[config.mk]
export PLATFORM = sky130hd
export DESIGN_NAME = eep_host
export DESIGN_NICKNAME = d
export VERILOG_FILES = /design/src/rtl/eep_pkg.sv /design/src/rtl/eep_host.sv /design/src/rtl/eep_sync3.sv
export SDC_FILE = /design/constraint.sdc
export NUM_CORES = 1
export LEC_CHECK = 0
export BUFFER_PORTS_ARGS = -buffer_cell sky130_fd_sc_hd__buf_4
export CORE_AREA = 8 8 137 139
export CTS_BUF_LIST = sky130_fd_sc_hd__clkbuf_8
export DETAILED_ROUTE_END_ITERATION = 8
export DIE_AREA = 0 0 145 147
export SYNTH_ARGS = -nofsm -noshare
export SYNTH_HDL_FRONTEND = slang
export SYNTH_SLANG_ARGS = --single-unit
[constraint.sdc]
create_clock -name clk -period 5 [get_ports clk]
set_input_delay 1 -clock clk [delete_from_list [all_inputs] [get_ports clk]]
set_output_delay 1 -clock clk [all_outputs]
set_load 0.01 [all_outputs]
[src/rtl/eep_pkg.sv]
/*
 * Constants, types and timing figures for the host-side controller of a
 * byte-wide parallel EEPROM with a 64-byte page buffer, software write
 * protection and toggle-bit end-of-write detection.
 * Assumes a single 25 MHz clock and that the memory pins are wired directly
 * to the controller's pin ports.
 */
// How it works
// - Host loads one to sixty-four bytes.
// - Page bits constant on every data byte strobe fall.
// - Output enable high while writing.
// - Never assume toggle bit value; compare.
// - Poll reads keep one fixed address.
// - Commands: eight data, thirteen address lines.
// - Next byte within 150 us.
package eep_pkg;

	// ************************************************************
	// Clock and printed timing figures
	// ************************************************************
	localparam int unsigned CLK_NS = 40;        // Clock period in ns.
	localparam int unsigned T_WP_NS = 100;      // Least write pulse width.
	localparam int unsigned T_WPH_NS = 50;      // Least write pulse high time.
	localparam int unsigned T_ACC_NS = 150;     // Longest read access time.
	localparam int unsigned T_OEHP_NS = 150;    // Least output enable high pulse.
	localparam int unsigned T_BLC_US = 150;     // Longest byte load cycle.
	localparam int unsigned T_WC_STD_MS = 10;   // Longest write cycle, standard.
	localparam int unsigned T_WC_FAST_MS = 2;   // Longest write cycle, fast option.
	localparam int unsigned SYNC_CYC = 3;       // Stages in the pin synchroniser, one less than its latency.

	// ************************************************************
	// Derived cycle counts
	// ************************************************************
	localparam logic [11:0] WP_CYC = 12'((T_WP_NS + CLK_NS - 1) / CLK_NS);
	localparam logic [11:0] WPH_CYC = 12'((T_WPH_NS + CLK_NS - 1) / CLK_NS);
	localparam logic [11:0] RD_CYC = 12'((T_ACC_NS + CLK_NS - 1) / CLK_NS + SYNC_CYC);
	localparam logic [11:0] OEHP_CYC = 12'((T_OEHP_NS + CLK_NS - 1) / CLK_NS);
	// A longest time rounds down, so the gap limit stays inside the window.
	localparam logic [11:0] BLC_CYC = 12'((T_BLC_US * 1000) / CLK_NS);
	localparam int unsigned WC_STD_CYC = (T_WC_STD_MS * 1000000) / CLK_NS;
	localparam int unsigned WC_FAST_CYC = (T_WC_FAST_MS * 1000000) / CLK_NS;

	// ************************************************************
	// Field positions and sizes
	// ************************************************************
	localparam int unsigned TOGGLE_BIT_POS = 6; // Toggle status bit on the data lines.
	localparam int unsigned PAGE_LSB = 6;       // Lowest page select bit.
	localparam logic [6:0] PAGE_BYTES = 7'h40;  // Bytes in one page.
	localparam int unsigned CMD_LEN = 3;        // Writes in a command sequence.

	// Command sequence addresses and bytes, earliest write at index 0 (listed last).
	localparam logic [2:0][12:0] CMD_ADDR = {13'h1555, 13'h0aaa, 13'h1555};
	localparam logic [2:0][7:0] CMD_ON_DATA = {8'ha0, 8'h55, 8'haa};
	localparam logic [2:0][7:0] CMD_OFF_DATA = {8'h80, 8'h55, 8'haa};

	// ************************************************************
	// Types
	// ************************************************************
	// Operation requested by the user side.
	typedef enum logic [1:0] {
		EEP_OP_WRITE = 2'h0,
		EEP_OP_PROT_ON = 2'h1,
		EEP_OP_PROT_OFF = 2'h2
	} eep_op_t;

	// Sequencer states, Gray coded along the path from EEP_IDLE to EEP_DONE.
	typedef enum logic [2:0] {
		EEP_IDLE = 3'h0,
		EEP_LOAD = 3'h1,
		EEP_STROBE_LO = 3'h3,
		EEP_STROBE_HI = 3'h2,
		EEP_POLL_LO = 3'h6,
		EEP_POLL_HI = 3'h7,
		EEP_DONE = 3'h5
	} eep_state_t;

	// Everything the controller drives onto the memory pins.
	typedef struct packed {
		logic [12:0] addr;
		logic [7:0] dout;
		logic dout_oe;
		logic ce_n;
		logic oe_n;
		logic we_n;
	} eep_pins_t;

	// Pins at rest: deselected, bus released.
	localparam eep_pins_t PINS_IDLE = '{addr: 13'h0000, dout: 8'h00, dout_oe: 1'b0,
		ce_n: 1'b1, oe_n: 1'b1, we_n: 1'b1};

endpackage

[src/rtl/eep_host.sv]
/*
 * Host controller for a parallel page-write EEPROM: issues the software
 * protection command sequences, loads 1 to 64 bytes into one page and then
 * polls the toggle status bit until the internal write is over.
 * Assumes the user side runs on the same clock and presents bytes with a
 * valid/ready handshake; the memory pins connect straight to the pin ports.
 */
`timescale 1ns/1ps
`default_nettype none
module eep_host #(
	// Poll time limit in cycles; default is the standard 10 ms write cycle.
	parameter int unsigned WC_LIMIT_CYC = eep_pkg::WC_STD_CYC
) (
	input wire logic clk,
	input wire logic rst,
	input wire logic start,
	input wire eep_pkg::eep_op_t op,
	input wire logic [6:0] page,
	input wire logic [6:0] count,
	input wire logic [7:0] byte_data,
	input wire logic byte_valid,
	output logic byte_ready,
	output logic busy,
	output logic done,
	output logic err_late,
	output logic err_timeout,
	output logic protect_on,
	output logic [12:0] ee_addr,
	output logic [7:0] ee_dout,
	output logic ee_dout_oe,
	input wire logic [7:0] ee_din,
	output logic ee_ce_n,
	output logic ee_oe_n,
	output logic ee_we_n
);

	// ************************************************************
	// State
	// ************************************************************
	eep_pkg::eep_state_t state_reg, state_next;   // Sequencer state.
	eep_pkg::eep_pins_t pins_reg, pins_next;      // Pin drive, straight to ports.
	eep_pkg::eep_op_t op_reg, op_next;            // Operation being run.
	logic [6:0] page_reg, page_next;              // Page select bits for the load.
	logic [6:0] count_reg, count_next;            // Bytes to load, 1 to 64.
	logic [6:0] idx_reg, idx_next;                // Command or byte index.
	logic cmd_reg, cmd_next;                      // Still sending the command.
	logic loaded_reg, loaded_next;                // At least one strobe sent.
	logic [11:0] timer_reg, timer_next;           // Phase timer.
	logic [31:0] poll_reg, poll_next;             // Cycles spent polling.
	logic last_reg, last_next;                    // Previous toggle bit read.
	logic have_reg, have_next;                    // A previous read exists.
	logic match_reg, match_next;                  // Two equal reads seen.
	logic ready_reg, ready_next;                  // Byte taken pulse.
	logic busy_reg, busy_next;
	logic done_reg, done_next;
	logic late_reg, late_next;
	logic to_reg, to_next;
	logic prot_reg, prot_next;                    // Believed protection state.
	logic [7:0] din_sync;                         // Synchronised data lines.
	logic sample;                                 // Toggle bit of this read.

	// The data lines come from the memory, outside our timing.
	eep_sync3 #(.W(8)) u_sync (
		.clk(clk),
		.rst(rst),
		.din(ee_din),
		.q(din_sync)
	);

	assign sample = din_sync[eep_pkg::TOGGLE_BIT_POS];

	// ************************************************************
	// Next-state logic
	// ************************************************************
	always_comb begin
		state_next = state_reg;
		pins_next = pins_reg;
		op_next = op_reg;
		page_next = page_reg;
		count_next = count_reg;
		idx_next = idx_reg;
		cmd_next = cmd_reg;
		loaded_next = loaded_reg;
		timer_next = timer_reg + 12'h001;
		poll_next = poll_reg;
		last_next = last_reg;
		have_next = have_reg;
		match_next = match_reg;
		ready_next = 1'b0;
		done_next = 1'b0;
		late_next = late_reg;
		to_next = to_reg;
		prot_next = prot_reg;
		if (state_reg == eep_pkg::EEP_POLL_LO || state_reg == eep_pkg::EEP_POLL_HI) begin
			poll_next = poll_reg + 32'h0000_0001;
		end
		case (state_reg)
			eep_pkg::EEP_IDLE: begin
				pins_next = eep_pkg::PINS_IDLE;
				pins_next.addr = pins_reg.addr;
				if (start) begin
					op_next = op;
					page_next = page;
					if (count == 7'h00) begin
						count_next = 7'h01;
					end else if (count > eep_pkg::PAGE_BYTES) begin
						count_next = eep_pkg::PAGE_BYTES;
					end else begin
						count_next = count;
					end
					cmd_next = (op != eep_pkg::EEP_OP_WRITE);
					idx_next = 7'h00;
					loaded_next = 1'b0;
					poll_next = 32'h0000_0000;
					have_next = 1'b0;
					match_next = 1'b0;
					late_next = 1'b0;
					to_next = 1'b0;
					timer_next = 12'h000;
					state_next = eep_pkg::EEP_LOAD;
				end
			end
			eep_pkg::EEP_LOAD: begin
				// output enable high
				// Output enable stays high for every write strobe.
				if (cmd_reg) begin
					pins_next.addr = eep_pkg::CMD_ADDR[idx_reg[1:0]];
					pins_next.dout = (op_reg == eep_pkg::EEP_OP_PROT_ON) ?
						eep_pkg::CMD_ON_DATA[idx_reg[1:0]] :
						eep_pkg::CMD_OFF_DATA[idx_reg[1:0]];
					pins_next.dout_oe = 1'b1;
					pins_next.ce_n = 1'b0;
					pins_next.we_n = 1'b0;
					timer_next = 12'h000;
					state_next = eep_pkg::EEP_STROBE_LO;
				end else if (byte_valid) begin
					pins_next.addr = {page_reg, idx_reg[5:0]};
					pins_next.dout = byte_data;
					pins_next.dout_oe = 1'b1;
					pins_next.ce_n = 1'b0;
					pins_next.we_n = 1'b0;
					ready_next = 1'b1;
					timer_next = 12'h000;
					state_next = eep_pkg::EEP_STROBE_LO;
				end else if (loaded_reg && timer_reg >= eep_pkg::BLC_CYC - 12'h001) begin
					// byte gap limit
					// The device has already closed the page; poll what it holds.
					late_next = 1'b1;
					pins_next.ce_n = 1'b0;
					pins_next.oe_n = 1'b0;
					timer_next = 12'h000;
					state_next = eep_pkg::EEP_POLL_LO;
				end else if (!loaded_reg) begin
					// Before the first strobe the user may take any time.
					timer_next = 12'h000;
				end
			end
			eep_pkg::EEP_STROBE_LO: begin
				// Rising write strobe latches address and data.
				if (timer_reg == eep_pkg::WP_CYC - 12'h001) begin
					pins_next.we_n = 1'b1;
					timer_next = 12'h000;
					state_next = eep_pkg::EEP_STROBE_HI;
				end
			end
			eep_pkg::EEP_STROBE_HI: begin
				if (timer_reg == eep_pkg::WPH_CYC - 12'h001) begin
					pins_next.ce_n = 1'b1;
					pins_next.dout_oe = 1'b0;
					loaded_next = 1'b1;
					timer_next = 12'h000;
					if (cmd_reg) begin
						if (idx_reg == 7'(eep_pkg::CMD_LEN - 1)) begin
							cmd_next = 1'b0;
							idx_next = 7'h00;
						end else begin
							idx_next = idx_reg + 7'h01;
						end
						state_next = eep_pkg::EEP_LOAD;
					end else if (idx_reg + 7'h01 == count_reg) begin
						// poll at last address
						// The address lines keep the last byte's address.
						pins_next.ce_n = 1'b0;
						pins_next.oe_n = 1'b0;
						state_next = eep_pkg::EEP_POLL_LO;
					end else begin
						idx_next = idx_reg + 7'h01;
						state_next = eep_pkg::EEP_LOAD;
					end
				end
			end
			eep_pkg::EEP_POLL_LO: begin
				if (timer_reg == eep_pkg::RD_CYC - 12'h001) begin
					match_next = have_reg && (sample == last_reg);
					last_next = sample;
					have_next = 1'b1;
					pins_next.ce_n = 1'b1;
					pins_next.oe_n = 1'b1;
					timer_next = 12'h000;
					state_next = eep_pkg::EEP_POLL_HI;
				end
			end
			eep_pkg::EEP_POLL_HI: begin
				if (timer_reg == eep_pkg::OEHP_CYC - 12'h001) begin
					timer_next = 12'h000;
					if (match_reg) begin
						state_next = eep_pkg::EEP_DONE;
					end else if (poll_reg >= WC_LIMIT_CYC) begin
						// Write never settled inside the longest write cycle.
						to_next = 1'b1;
						state_next = eep_pkg::EEP_DONE;
					end else begin
						pins_next.ce_n = 1'b0;
						pins_next.oe_n = 1'b0;
						state_next = eep_pkg::EEP_POLL_LO;
					end
				end
			end
			eep_pkg::EEP_DONE: begin
				done_next = 1'b1;
				// Only a settled protection write changes our belief.
				if (!to_reg && op_reg != eep_pkg::EEP_OP_WRITE) begin
					prot_next = (op_reg == eep_pkg::EEP_OP_PROT_ON);
				end
				state_next = eep_pkg::EEP_IDLE;
			end
			default: begin
				pins_next = eep_pkg::PINS_IDLE;
				state_next = eep_pkg::EEP_IDLE;
			end
		endcase
		busy_next = (state_next != eep_pkg::EEP_IDLE);
	end

	// ************************************************************
	// Registers
	// ************************************************************
	always_ff @(posedge clk or posedge rst) begin
		if (rst) begin
			state_reg <= eep_pkg::EEP_IDLE;
			pins_reg <= eep_pkg::PINS_IDLE;
			op_reg <= eep_pkg::EEP_OP_WRITE;
			page_reg <= 7'h00;
			count_reg <= 7'h01;
			idx_reg <= 7'h00;
			cmd_reg <= 1'b0;
			loaded_reg <= 1'b0;
			timer_reg <= 12'h000;
			poll_reg <= 32'h0000_0000;
			last_reg <= 1'b0;
			have_reg <= 1'b0;
			match_reg <= 1'b0;
			ready_reg <= 1'b0;
			busy_reg <= 1'b0;
			done_reg <= 1'b0;
			late_reg <= 1'b0;
			to_reg <= 1'b0;
			prot_reg <= 1'b0;
		end else begin
			state_reg <= state_next;
			pins_reg <= pins_next;
			op_reg <= op_next;
			page_reg <= page_next;
			count_reg <= count_next;
			idx_reg <= idx_next;
			cmd_reg <= cmd_next;
			loaded_reg <= loaded_next;
			timer_reg <= timer_next;
			poll_reg <= poll_next;
			last_reg <= last_next;
			have_reg <= have_next;
			match_reg <= match_next;
			ready_reg <= ready_next;
			busy_reg <= busy_next;
			done_reg <= done_next;
			late_reg <= late_next;
			to_reg <= to_next;
			prot_reg <= prot_next;
		end
	end

	assign ee_addr = pins_reg.addr;
	assign ee_dout = pins_reg.dout;
	assign ee_dout_oe = pins_reg.dout_oe;
	assign ee_ce_n = pins_reg.ce_n;
	assign ee_oe_n = pins_reg.oe_n;
	assign ee_we_n = pins_reg.we_n;
	assign byte_ready = ready_reg;
	assign busy = busy_reg;
	assign done = done_reg;
	assign err_late = late_reg;
	assign err_timeout = to_reg;
	assign protect_on = prot_reg;

	// ************************************************************
	// Assertions
	// ************************************************************
	property p_count_range;
		@(posedge clk) disable iff (rst)
		busy_reg |-> (count_reg >= 7'h01 && count_reg <= eep_pkg::PAGE_BYTES);
	endproperty
	a_count_range: assert property (p_count_range) else $error("page count out of range");

	property p_page_fixed;
		@(posedge clk) disable iff (rst)
		($fell(ee_we_n) && !cmd_reg) |-> (ee_addr[12:6] == page_reg);
	endproperty
	a_page_fixed: assert property (p_page_fixed) else $error("page bits moved");

	property p_oe_high;
		@(posedge clk) disable iff (rst)
		(!ee_we_n && !ee_ce_n) |-> ee_oe_n;
	endproperty
	a_oe_high: assert property (p_oe_high) else $error("output enable low in write");

	property p_poll_addr;
		@(posedge clk) disable iff (rst)
		(state_reg == eep_pkg::EEP_POLL_HI) ##1 (state_reg == eep_pkg::EEP_POLL_LO)
			|-> $stable(ee_addr);
	endproperty
	a_poll_addr: assert property (p_poll_addr) else $error("poll address changed");

	property p_cmd_addr;
		@(posedge clk) disable iff (rst)
		($fell(ee_we_n) && cmd_reg) |-> (ee_addr == eep_pkg::CMD_ADDR[idx_reg[1:0]]);
	endproperty
	a_cmd_addr: assert property (p_cmd_addr) else $error("wrong command address");

	property p_gap;
		@(posedge clk) disable iff (rst)
		(state_reg == eep_pkg::EEP_LOAD && loaded_reg) |-> (timer_reg < eep_pkg::BLC_CYC);
	endproperty
	a_gap: assert property (p_gap) else $error("byte gap too long");

	property p_first_read;
		@(posedge clk) disable iff (rst)
		$rose(match_reg) |-> $past(have_reg);
	endproperty
	a_first_read: assert property (p_first_read) else $error("match on first read");

	property p_done_match;
		@(posedge clk) disable iff (rst)
		$rose(done_reg) |-> (err_timeout || $past(match_reg, 2));
	endproperty
	a_done_match: assert property (p_done_match) else $error("done without equal reads");

	property p_wp_width;
		@(posedge clk) disable iff (rst)
		$fell(ee_we_n) |-> (!ee_we_n)[*3] ##1 ee_we_n;
	endproperty
	a_wp_width: assert property (p_wp_width) else $error("write pulse width wrong");

	c_prot_on: cover property (@(posedge clk) disable iff (rst)
		$rose(prot_reg));
	c_write: cover property (@(posedge clk) disable iff (rst)
		done_reg && op_reg == eep_pkg::EEP_OP_WRITE && !to_reg);
	c_timeout: cover property (@(posedge clk) disable iff (rst) $rose(to_reg));
	c_late: cover property (@(posedge clk) disable iff (rst) $rose(late_reg));

endmodule
`default_nettype wire

[src/rtl/eep_sync3.sv]
/*
 * Three-stage synchroniser for a bus of pin inputs.
 * Assumes the inputs come from outside the clock domain; a change is taken
 * only once the second and third stages agree.
 */
`timescale 1ns/1ps
`default_nettype none
module eep_sync3 #(
	parameter int unsigned W = 8
) (
	input wire logic clk,
	input wire logic rst,
	input wire logic [W-1:0] din,
	output logic [W-1:0] q
);

	// ************************************************************
	// Per-bit stages
	// ************************************************************
	genvar i;
	generate
		for (i = 0; i < W; i++) begin : g_bit
			logic s1_reg;   // First stage, read only by the second.
			logic s2_reg;   // Second stage.
			logic s3_reg;   // Third stage.
			logic q_reg;    // Accepted level.
			logic q_next;   // Next accepted level.

			// Accept a new level only when stages two and three agree.
			always_comb begin
				q_next = (s2_reg == s3_reg) ? s3_reg : q_reg;
			end

			// Register the chain; reset puts constants only.
			always_ff @(posedge clk or posedge rst) begin
				if (rst) begin
					s1_reg <= 1'b0;
					s2_reg <= 1'b0;
					s3_reg <= 1'b0;
					q_reg <= 1'b0;
				end else begin
					s1_reg <= din[i];
					s2_reg <= s1_reg;
					s3_reg <= s2_reg;
					q_reg <= q_next;
				end
			end

			assign q[i] = q_reg;
		end
	endgenerate

endmodule
`default_nettype wire

==> impl_metrics.toml, run 1 <==
[clock_tree]
ctsResizeCount = 0
clk_latency_ns = 0.38
cts_root_buf = "clkbuf_8"
cts_setup_buffers = 0
clk_pin_slew_ns = 0.10
max-clock-path-buffers = 2
cts_buffers = 9
cts-hold-fix-buffers = 0
clock_sinks = 110
cts_tree = "yes"
htree_levels = 3

[routing]
routedWlPerCell_um = 15.0
drt_iter0_drc = 374
dr_total_vias = 4427
vias_per_cell = 5.04
ant_nets = 0
wl_mm = 13.2
drc = 0
dr.pass1.iters = 4

[timing]
rsz0062_at_grt = "false"
clock-skew-final_ns = 0.0120
relSlewSlack_pct = 36.8
finalMaxSlewViolations = 0
setup_viol = 0
setup_ws_ns = 2.12
timing.setup.tns_ns = 0
period_share_pct = 57.6
worstMarginPinSlew_ns = 0.948
clock.fmax_mhz = 347
finalHoldViolations = 0
fin_crit_ns = 2.88

[power_and_ir_drop]
peakVddDrop_mv = 0.167
p_leak_uw = 0.00287
powerDensity_nw_per_um2 = 485

[grt]
first_global_vias = 4467
grt_pass1_wl_mm = 22.1
antenna_found_initial = 0
grt_max_degree = 79
overflow = 0
grt_use_total_pct = 12.5

[yosys]
synth_area_leaders = "dfrtp_1 (47%), nand2_1 (6.5%), nor2_1 (4.4%)"
async_flop_share_pct = 100
synthFlopType = "dfrtp_1"
yosysWarnings = 0
yosysUniqueCellTypes = 65
synth_edf_count = 0
yosys.area.top_type = "dfrtp_1"
synth.avg_cell_area_um2 = 9.43
syn_inst = 602
ys_ff_latch = 110
synthTopCellsByCount = "dfrtp_1 (106), nand2_1 (99), nor2_1 (67), o21ai_0 (47), xnor2_1 (27)"
yosysSeqAreaShare_pct = 48.6
syn_area_um2 = 5680
synth.top_cell.area_share_pct = 46.7
yosysMostFrequentCell = "dfrtp_1"
synth_fp_nets = 648

[status]
outcome = "finished, final reports clean"

[floorplanning]
rows = 48
io_pins = 67
chipHeight_um = 147
start_util_pct = 33.9
die_w_um = 145
fp.dieArea_um2 = 21300
design.core.area_um2 = 16800

[setup_path]
ff2ff_path_depth = 7
cpPeakStageDelay_ns = 0.73
required_ns = 5.31
worstPathArrival_ns = 3.19
r2r_start = "idx_reg[0]"
crit_fanout = 9
critPathKind = "register to register"
path_cells = "ha_1 -> nand3_1 -> or2_1 -> xnor2_1 -> nor4_1 -> o211ai_2 -> mux2_4"
startpoint_type = "register"
reg2reg_to = "ee_oe_n"
endpoint_kind = "register"
r2r_slack_ns = 2.12
worst_path_max_delay_cell = "nor4_1"

[min_path]
min-delay-start = "u_sync.g_bit[6].s1_reg"
worstHoldPathType = "register to register"
holdPathEnd = "u_sync.g_bit[6].s2_reg"
holdPathStages = 0

[layout]
largest_reg_flops = 32
nNetsFinal = 694
antenna_cells = 0
drive_gt1_share_pct = 15.9
fillers = 1684
areaGrowthSynthToFinish_pct = 14.2

[placed_design]
portBuffers = 59
place_ws_ns = 2.14
gp_congestion = 0.844
dp_hpwl_mm = 9.53

[flow_run]
max_cap_violations = 0
[cells by family (layout without fill, tap and decap cells)]
| group | count (synthesis) | in the layout | synth area share (%) |
|---|---|---|---|
| buffers and inverters | 43 | 94 | 4.14 |
| and+or+nand+nor | 279 | 279 | 24.5 |
| AOI/OAI and AO/OA | 105 | 105 | 11.7 |
| muxes | 5 | 5 | 1.08 |
| DFF | 110 | 110 | 48.6 |
| xor gates and xnor gates | 49 | 49 | 7.56 |
| adders and majority gates | 11 | 11 | 2.38 |
[metrics by stage]
stage | total power, µW | instance area [µm²] | utilization (%) | cells | hold WS (ns)
2_1_floorplan | 2220 | 5680 | - | 602 | 0.331
3_3_place_gp | 2540 | 6260 | 37.4 | 862 | 0.337
3_5_place_dp | 2580 | 6260 | 37.4 | 862 | 0.339
4_1_cts | 3180 | 6480 | 38.7 | 878 | 0.362
5_1_grt | 3370 | 6480 | 38.7 | 878 | 0.378
6_report | 3150 | 6480 | 38.7 | 878 | 0.359
[final cells by class]
| cell class | instances | area, µm² | area share [%] |
|---|---|---|---|
| sequential | 110 | 2760 | 42.5 |
| multi-input combinational | 449 | 2690 | 41.5 |
| timing repair buffer | 63 | 473 | 7.29 |
| tap | 225 | 282 | 4.34 |
| clock buffer | 10 | 138 | 2.12 |
| clock inverter | 6 | 86.3 | 1.33 |
| inverter | 15 | 58.8 | 0.907 |
[critical path: cells and delay by family (launching register included)]
family          cells  cell delay (ns)
flops               1             0.54
mux                 1             0.33
compound gates      1             0.20
xor+xnor            1             0.19
fa+ha+maj           1             0.35
simple gates        3             1.22
[metal layers]
layer / track usage, % / vias to the layer above / part of all wire (%)
met5: 0 / - / 0
met4: 4.73 / 0 / 1.6
met3: 2.34 / 17 / 3.0
met2: 21.7 / 63 / 50
met1: 15.1 / 2184 / 45
li1: - / 2163 / -
[worst max path at each step]
stage               depth (start not counted)  slack [ns]  startpoint      end
floorplan                                   1        1.10         rst     busy
global placement                            8        2.14  idx_reg[0]  ee_oe_n
detailed placement                          8        2.14  idx_reg[0]  ee_oe_n
CTS                                         8        2.10  idx_reg[0]  ee_oe_n
global route                                7        1.93  idx_reg[0]  ee_oe_n
finish                                      7        2.12  idx_reg[0]  ee_oe_n
[power by group]
part / internal, µW / total (µW) / switching [µW]
combinational: 495 / 1160 / 669
clock: 295 / 603 / 308
sequential: 1130 / 1380 / 251
total: 1920 / 3150 / 1230
[placed cells by master (no fill, tap or decap), types with 3 or more instances in the layout]
cell	n
nand4_1	15
nor3_1	13
ha_1	10
nor2_1	67
o31ai_1	4
buf_4	63
o21ai_1	7
nand3_1	19
or3_1	3
nand3b_1	10
o211ai_1	6
clkbuf_8	10
xor2_1	22
nand2_1	99
nor3b_1	3
nor4_1	9
nand2b_1	5
xnor2_1	27
and3_1	11
o21ai_0	47
a31oi_1	3
a21oi_1	18
and4_1	5
dfrtp_1	106
dfstp_2	4
inv_1	15
Note: power is estimated with default switching activity, not from simulation.
==> inputs of run 2 (changes only) <==
Settings changed: ABC_AREA set to 1, CORE_AREA 8 8 137 139 to 8 8 141 143, DIE_AREA 0 0 145 147 to 0 0 149 151.
Clock period 5 ns to 2.91 ns, I/O delays scaled along.
==> run 2 against run 1 <==
  * Fmax grew 30%
  * Total power grew 69%
  * Core utilization grew 0.59 points
  * Sequential power grew 59%
  * Critical path depth grew 7
  * Combinational power grew 92%
  * Via count grew 17%
  * Setup slack lost 1.4 ns
==> impl_metrics.toml, run 2 <==
[status]
outcome = "finished, final reports clean"

[placed_design]
gp_congestion = 0.855
dp_hpwl_mm = 10.5
portBuffers = 59
dp_cells = 1072

[floorplanning]
fp.dieArea_um2 = 22500
io_pins = 67
chipHeight_um = 151
rows = 49
start_util_pct = 34.4
design.core.area_um2 = 17700
die_w_um = 149

[timing]
setup_viol = 0
relSlewSlack_pct = 52.9
finalHoldViolations = 0
rsz0062_at_grt = "false"
timing.setup.tns_ns = 0
fin_hold_ws_ns = 0.304
worstMarginPinSlew_ns = 0.701
clock-skew-final_ns = 0.0195
clock.fmax_mhz = 451
period_share_pct = 76.2
fin_crit_ns = 2.22
finalMaxSlewViolations = 0

[routing]
dr.pass1.iters = 6
wl_mm = 14.6
drc = 0
ant_nets = 0
drt_iter0_drc = 372
vias_per_cell = 4.78
routedWlPerCell_um = 13.4
dr_total_vias = 5196

[min_path]
worstHoldPathType = "primary input to register"
holdPathStages = 1

[grt]
antenna_found_initial = 0
grt_max_degree = 111
grt_use_total_pct = 13.3
grt_pass1_wl_mm = 24.4
overflow = 0
first_global_vias = 5007

[power_and_ir_drop]
p_leak_uw = 0.00348
powerDensity_nw_per_um2 = 765
peakVddDrop_mv = 0.348

[setup_path]
required_ns = 3.25
ff2ff_path_depth = 14
critPathKind = "register to register"
worstPathArrival_ns = 2.55
crit_fanout = 9
startpoint_type = "register"
endpoint_kind = "register"

[clock_tree]
cts_tree = "yes"
clock_sinks = 110
cts_setup_buffers = 0
clk_pin_slew_ns = 0.11
cts-hold-fix-buffers = 0
clk_latency_ns = 0.39
htree_levels = 3
max-clock-path-buffers = 2
cts_root_buf = "clkbuf_8"
ctsResizeCount = 0
cts_buffers = 9

[yosys]
synth_edf_count = 0
synth_area_leaders = "dfrtp_1 (44%), nand2_1 (12%), nor2_1 (6.8%)"
yosysWarnings = 0
yosysUniqueCellTypes = 44
async_flop_share_pct = 100
ys_ff_latch = 110
yosys.area.top_type = "dfrtp_1"
synthFlopType = "dfrtp_1"
yosysMostFrequentCell = "nand2_1"
syn_inst = 795
yosysSeqAreaShare_pct = 45.4
synth.top_cell.area_share_pct = 43.7
synth.avg_cell_area_um2 = 7.63
synthTopCellsByCount = "nand2_1 (191), nor2_1 (110), dfrtp_1 (106), inv_1 (101), nand3_1 (64)"
syn_area_um2 = 6070
synth_fp_nets = 841

[layout]
final_common_cell = "nand2_1"
areaGrowthSynthToFinish_pct = 14.3
most-common-layout-cells = "nand2_1 (191), nor2_1 (110), dfrtp_1 (106), inv_1 (101), nand3_1 (64)"
antenna_cells = 0
largest_reg_flops = 32
stdcell_count = 1088
nNetsFinal = 900
drive_gt1_share_pct = 14.0

[flow_run]
max_cap_violations = 0
-- run 2: critical path: stages (launching register included) --
cell	delay [ns]
dfrtp_1	0.53
inv_1	0.15
ha_1	0.33
inv_1	0.07
nand2_1	0.07
nand2_1	0.05
nor2_1	0.12
nand3_1	0.09
nor2_1	0.14
nand3_2	0.18
nand2_2	0.12
nand2_4	0.08
nand2_4	0.10
nand2_1	0.07
nand2_1	0.06
-- run 2: layer usage --
layer | share of wire (%) | GRT usage, %
met4 | 1.0 | 3.63
met1 | 46 | 17.0
met3 | 4.6 | 2.84
met5 | 0 | 0
met2 | 48 | 22.5
-- run 2: power breakdown --
| group | internal (µW) | switching [µW] |
|---|---|---|
| logic | 832 | 1390 |
| clock network | 324 | 571 |
| registers | 1910 | 275 |
-- run 2: per-stage QoR --
stage               worst slack, ns  util [%]  instance area (µm²)  total power [µW]
floorplan                      1.00         -                 6070              3730
global placement              0.739      38.3                 6760              4430
detailed placement            0.725      38.3                 6760              4460
CTS                           0.690      39.3                 6940              5390
global route                  0.465      39.3                 6940              5750
finish                        0.693      39.3                 6940              5310
-- run 2: final timing paths --
kind | start | to | slack, ns
max | idx_reg[0] | idx_reg[6] | 0.69
min | ee_din[6] | u_sync.g_bit[6].s1_reg | 0.30
max reg2reg | idx_reg[0] | idx_reg[6] | 0.69
min reg2reg | u_sync.g_bit[6].s1_reg | u_sync.g_bit[6].s2_reg | 0.35
max in group asynchronous | rst | poll_reg[25] | 2.11
min in group asynchronous | rst | timer_reg[3] | 0.34
-- run 2: final cells by class --
class                   instances  area, µm²
clock inverters                 7       57.6
repair buffers                 63        485
well taps                     229        287
inverters                     109        415
flip-flops and latches        110       2760
clock buffers                   9        124
multi-input cells             561       2810
fillers                      1830      10700
-- run 2: logic make-up after synthesis --
logic type               after synthesis  synth area share, %
AO/OA/AOI/OAI                        116                 11.1
XOR/XNOR                               9                 1.30
adder cells (fa/ha/maj)               11                 2.23
buffers and inverters                124                 8.27
flip-flops                           110                 45.4
multiplexers                           1                0.186
AND/OR/NAND/NOR                      424                 31.5
==> inputs of run 3 (changes only) <==
Settings changed: ABC_AREA 1 to 0, CORE_AREA 8 8 141 143 to 8 8 137 139, DIE_AREA 0 0 149 151 to 0 0 145 147.
Clock period 2.91 ns to 2.1 ns, I/O delays scaled along.
==> run 3 against run 2 <==
  * The flow now finishes with violations (setup timing)
  * Total power up 59%
  * Largest cell class unchanged
  * Core utilization grew 4.6 points
  * Fmax down 1.7%
  * Routed wire length down 2.2%
==> impl_metrics.toml, run 3 (synthesis results as in run 1) <==
[status]
outcome = "finished, violations left"
violations = "setup timing"

[power_and_ir_drop]
p_int_uw = 5080
peakVddDrop_mv = 0.438
p_total_uw = 8420
power_frac_clock_pct = 15.3
powerDensity_nw_per_um2 = 1150
p_sw_uw = 3340
share_seq_of_total_power_pct = 37.5
combPwrFrac_pct = 47.2
p_leak_uw = 0.00332
p_sw_share_pct = 39.7

[placed_design]
dp_cells = 935
dpl-instance-area_um2 = 6890
portBuffers = 59
gp_congestion = 0.834
dp_hpwl_mm = 10.5

[setup_path]
cpLargestDelayFamily = "simple AND/OR/NAND/NOR gates"
ff2ff_path_depth = 7
cpPeakStageDelay_ns = 0.44
endpoint_kind = "register"
required_ns = 2.40
crit_fanout = 5
worst_path_max_delay_cell = "o41ai_4"
crit_cells = 7
startpoint_type = "register"
path_cells = "buf_4 -> and3_1 -> nand3_1 -> xnor2_1 -> o41ai_4 -> and2_4 -> mux2_4"
worstPathArrival_ns = 2.55
crit_buf_inv = 1
critPathKind = "register to register"

[layout]
most-common-layout-cells = "buf_4 (136), dfrtp_1 (104), nand2_1 (98), nor2_1 (57), o21ai_0 (47)"
final_common_cell = "buf_4"
antenna_cells = 0
finalInstanceArea_um2 = 7350
stdcell_count = 962
areaGrowthSynthToFinish_pct = 29.5
largest_reg_flops = 32
drive_gt1_share_pct = 30.0
final_core_util_pct = 43.9
nNetsFinal = 778

[timing]
clock-skew-final_ns = 0.0226
period_share_pct = 107
clock.fmax_mhz = 443
setup_viol = 21
relSlewSlack_pct = 63.2
setup_ws_ns = -0.156
finalMaxSlewViolations = 0
fin_crit_ns = 2.26
rsz0062_at_grt = "true"
fin_hold_ws_ns = 0.0590
finalHoldViolations = 0
worstMarginPinSlew_ns = 0.551

[routing]
vias_per_cell = 4.96
drt_iter0_drc = 264
dr.pass1.iters = 4
dr_total_vias = 4768
wl_mm = 14.3
ant_nets = 0
drc = 0
routedWlPerCell_um = 14.8

[floorplanning]
fp.dieArea_um2 = 21300
rows = 48
io_pins = 67
design.core.area_um2 = 16800
chipHeight_um = 147
die_w_um = 145
start_util_pct = 33.9

[clock_tree]
htree_levels = 3
clk_latency_ns = 0.41
cts_root_buf = "clkbuf_8"
clock_sinks = 110
cts_buffers = 9
cts_tree = "yes"
clk_pin_slew_ns = 0.12
max-clock-path-buffers = 2

[grt]
grt_pass1_wl_mm = 24.1
grt_use_total_pct = 13.6
overflow = 0
antenna_found_initial = 0
grt_max_degree = 50
first_global_vias = 4843

[min_path]
worstHoldPathType = "primary input to asynchronous set/reset pin"

[flow_run]
max_cap_violations = 0
==> run 3: cell types whose count changed in the layout (fill, tap and decap cells not counted), sizes merged, moves of 12 or more <==
cell,previous run,this run
a21oi,43,19
buf,63,146
inv,111,18
nand2,200,99
nand3,68,19
nor2,119,67
o21ai,36,54
o21bai,13,1
xnor2,2,27
xor2,7,22
==> run 3: stage by stage <==
| step | TNS, ns | setup slack, ns |
|---|---|---|
| after CTS | -1.80 | -0.152 |
| after global placement | -2.01 | -0.210 |
| after global routing | -3.70 | -0.296 |
| after floorplan | -0.739 | -0.213 |
| after detailed placement | -2.66 | -0.254 |
| final | -1.71 | -0.156 |
==> run 3: power by group through the flow <==
stage / Clock, µW / Sequential (µW) / Combinational [µW]
2_1_floorplan: 0 / 3190 / 2130
3_3_place_gp: 0 / 3180 / 3540
3_5_place_dp: 0 / 3200 / 3610
4_1_cts: 1350 / 3160 / 3940
5_1_grt: 1410 / 3240 / 4400
6_report: 1280 / 3160 / 3970
==> run 3: path summary, 6_finish.rpt <==
path / startpoint / endpoint / slack [ns]
setup / recovery: idx_reg[0] / idx_reg[0] / -0.16
hold / removal: rst / timer_reg[7] / 0.06
setup reg to reg: idx_reg[0] / idx_reg[0] / -0.16
hold reg to reg: u_sync.g_bit[6].s1_reg / u_sync.g_bit[6].s2_reg / 0.37
max in group asynchronous: rst / ee_addr[6] / 1.40
min in group clk: ee_din[6] / u_sync.g_bit[6].s1_reg / 0.13
==> run 3: area by class of cell <==
type / instances / area (µm²)
tap: 225 / 282
inverter: 15 / 60.1
multi-input combinational: 449 / 2860
timing repair buffer: 147 / 1190
fill: 1589 / 9410
clock inverter: 7 / 72.6
sequential: 110 / 2760
clock buffer: 9 / 124
==> run 3: repair_timing <==
item                                   4_1_cts  5_1_grt
setup buffers                                7        3
gates cloned                                 1        0
hold buffers                                 0        0
setup endpoints to repair                   23       28
gates resized for setup                     31        9
pin swaps                                   18        7
endpoints found under the hold margin        0        0
==> run 3: metal layers <==
metal	vias to the layer above	track usage [%]	wire length [µm]
li1	2339	-	-
met1	2332	17.4	6510
met2	82	22.4	6970
met3	15	2.52	537
met4	0	5.05	233
met5	-	0	0
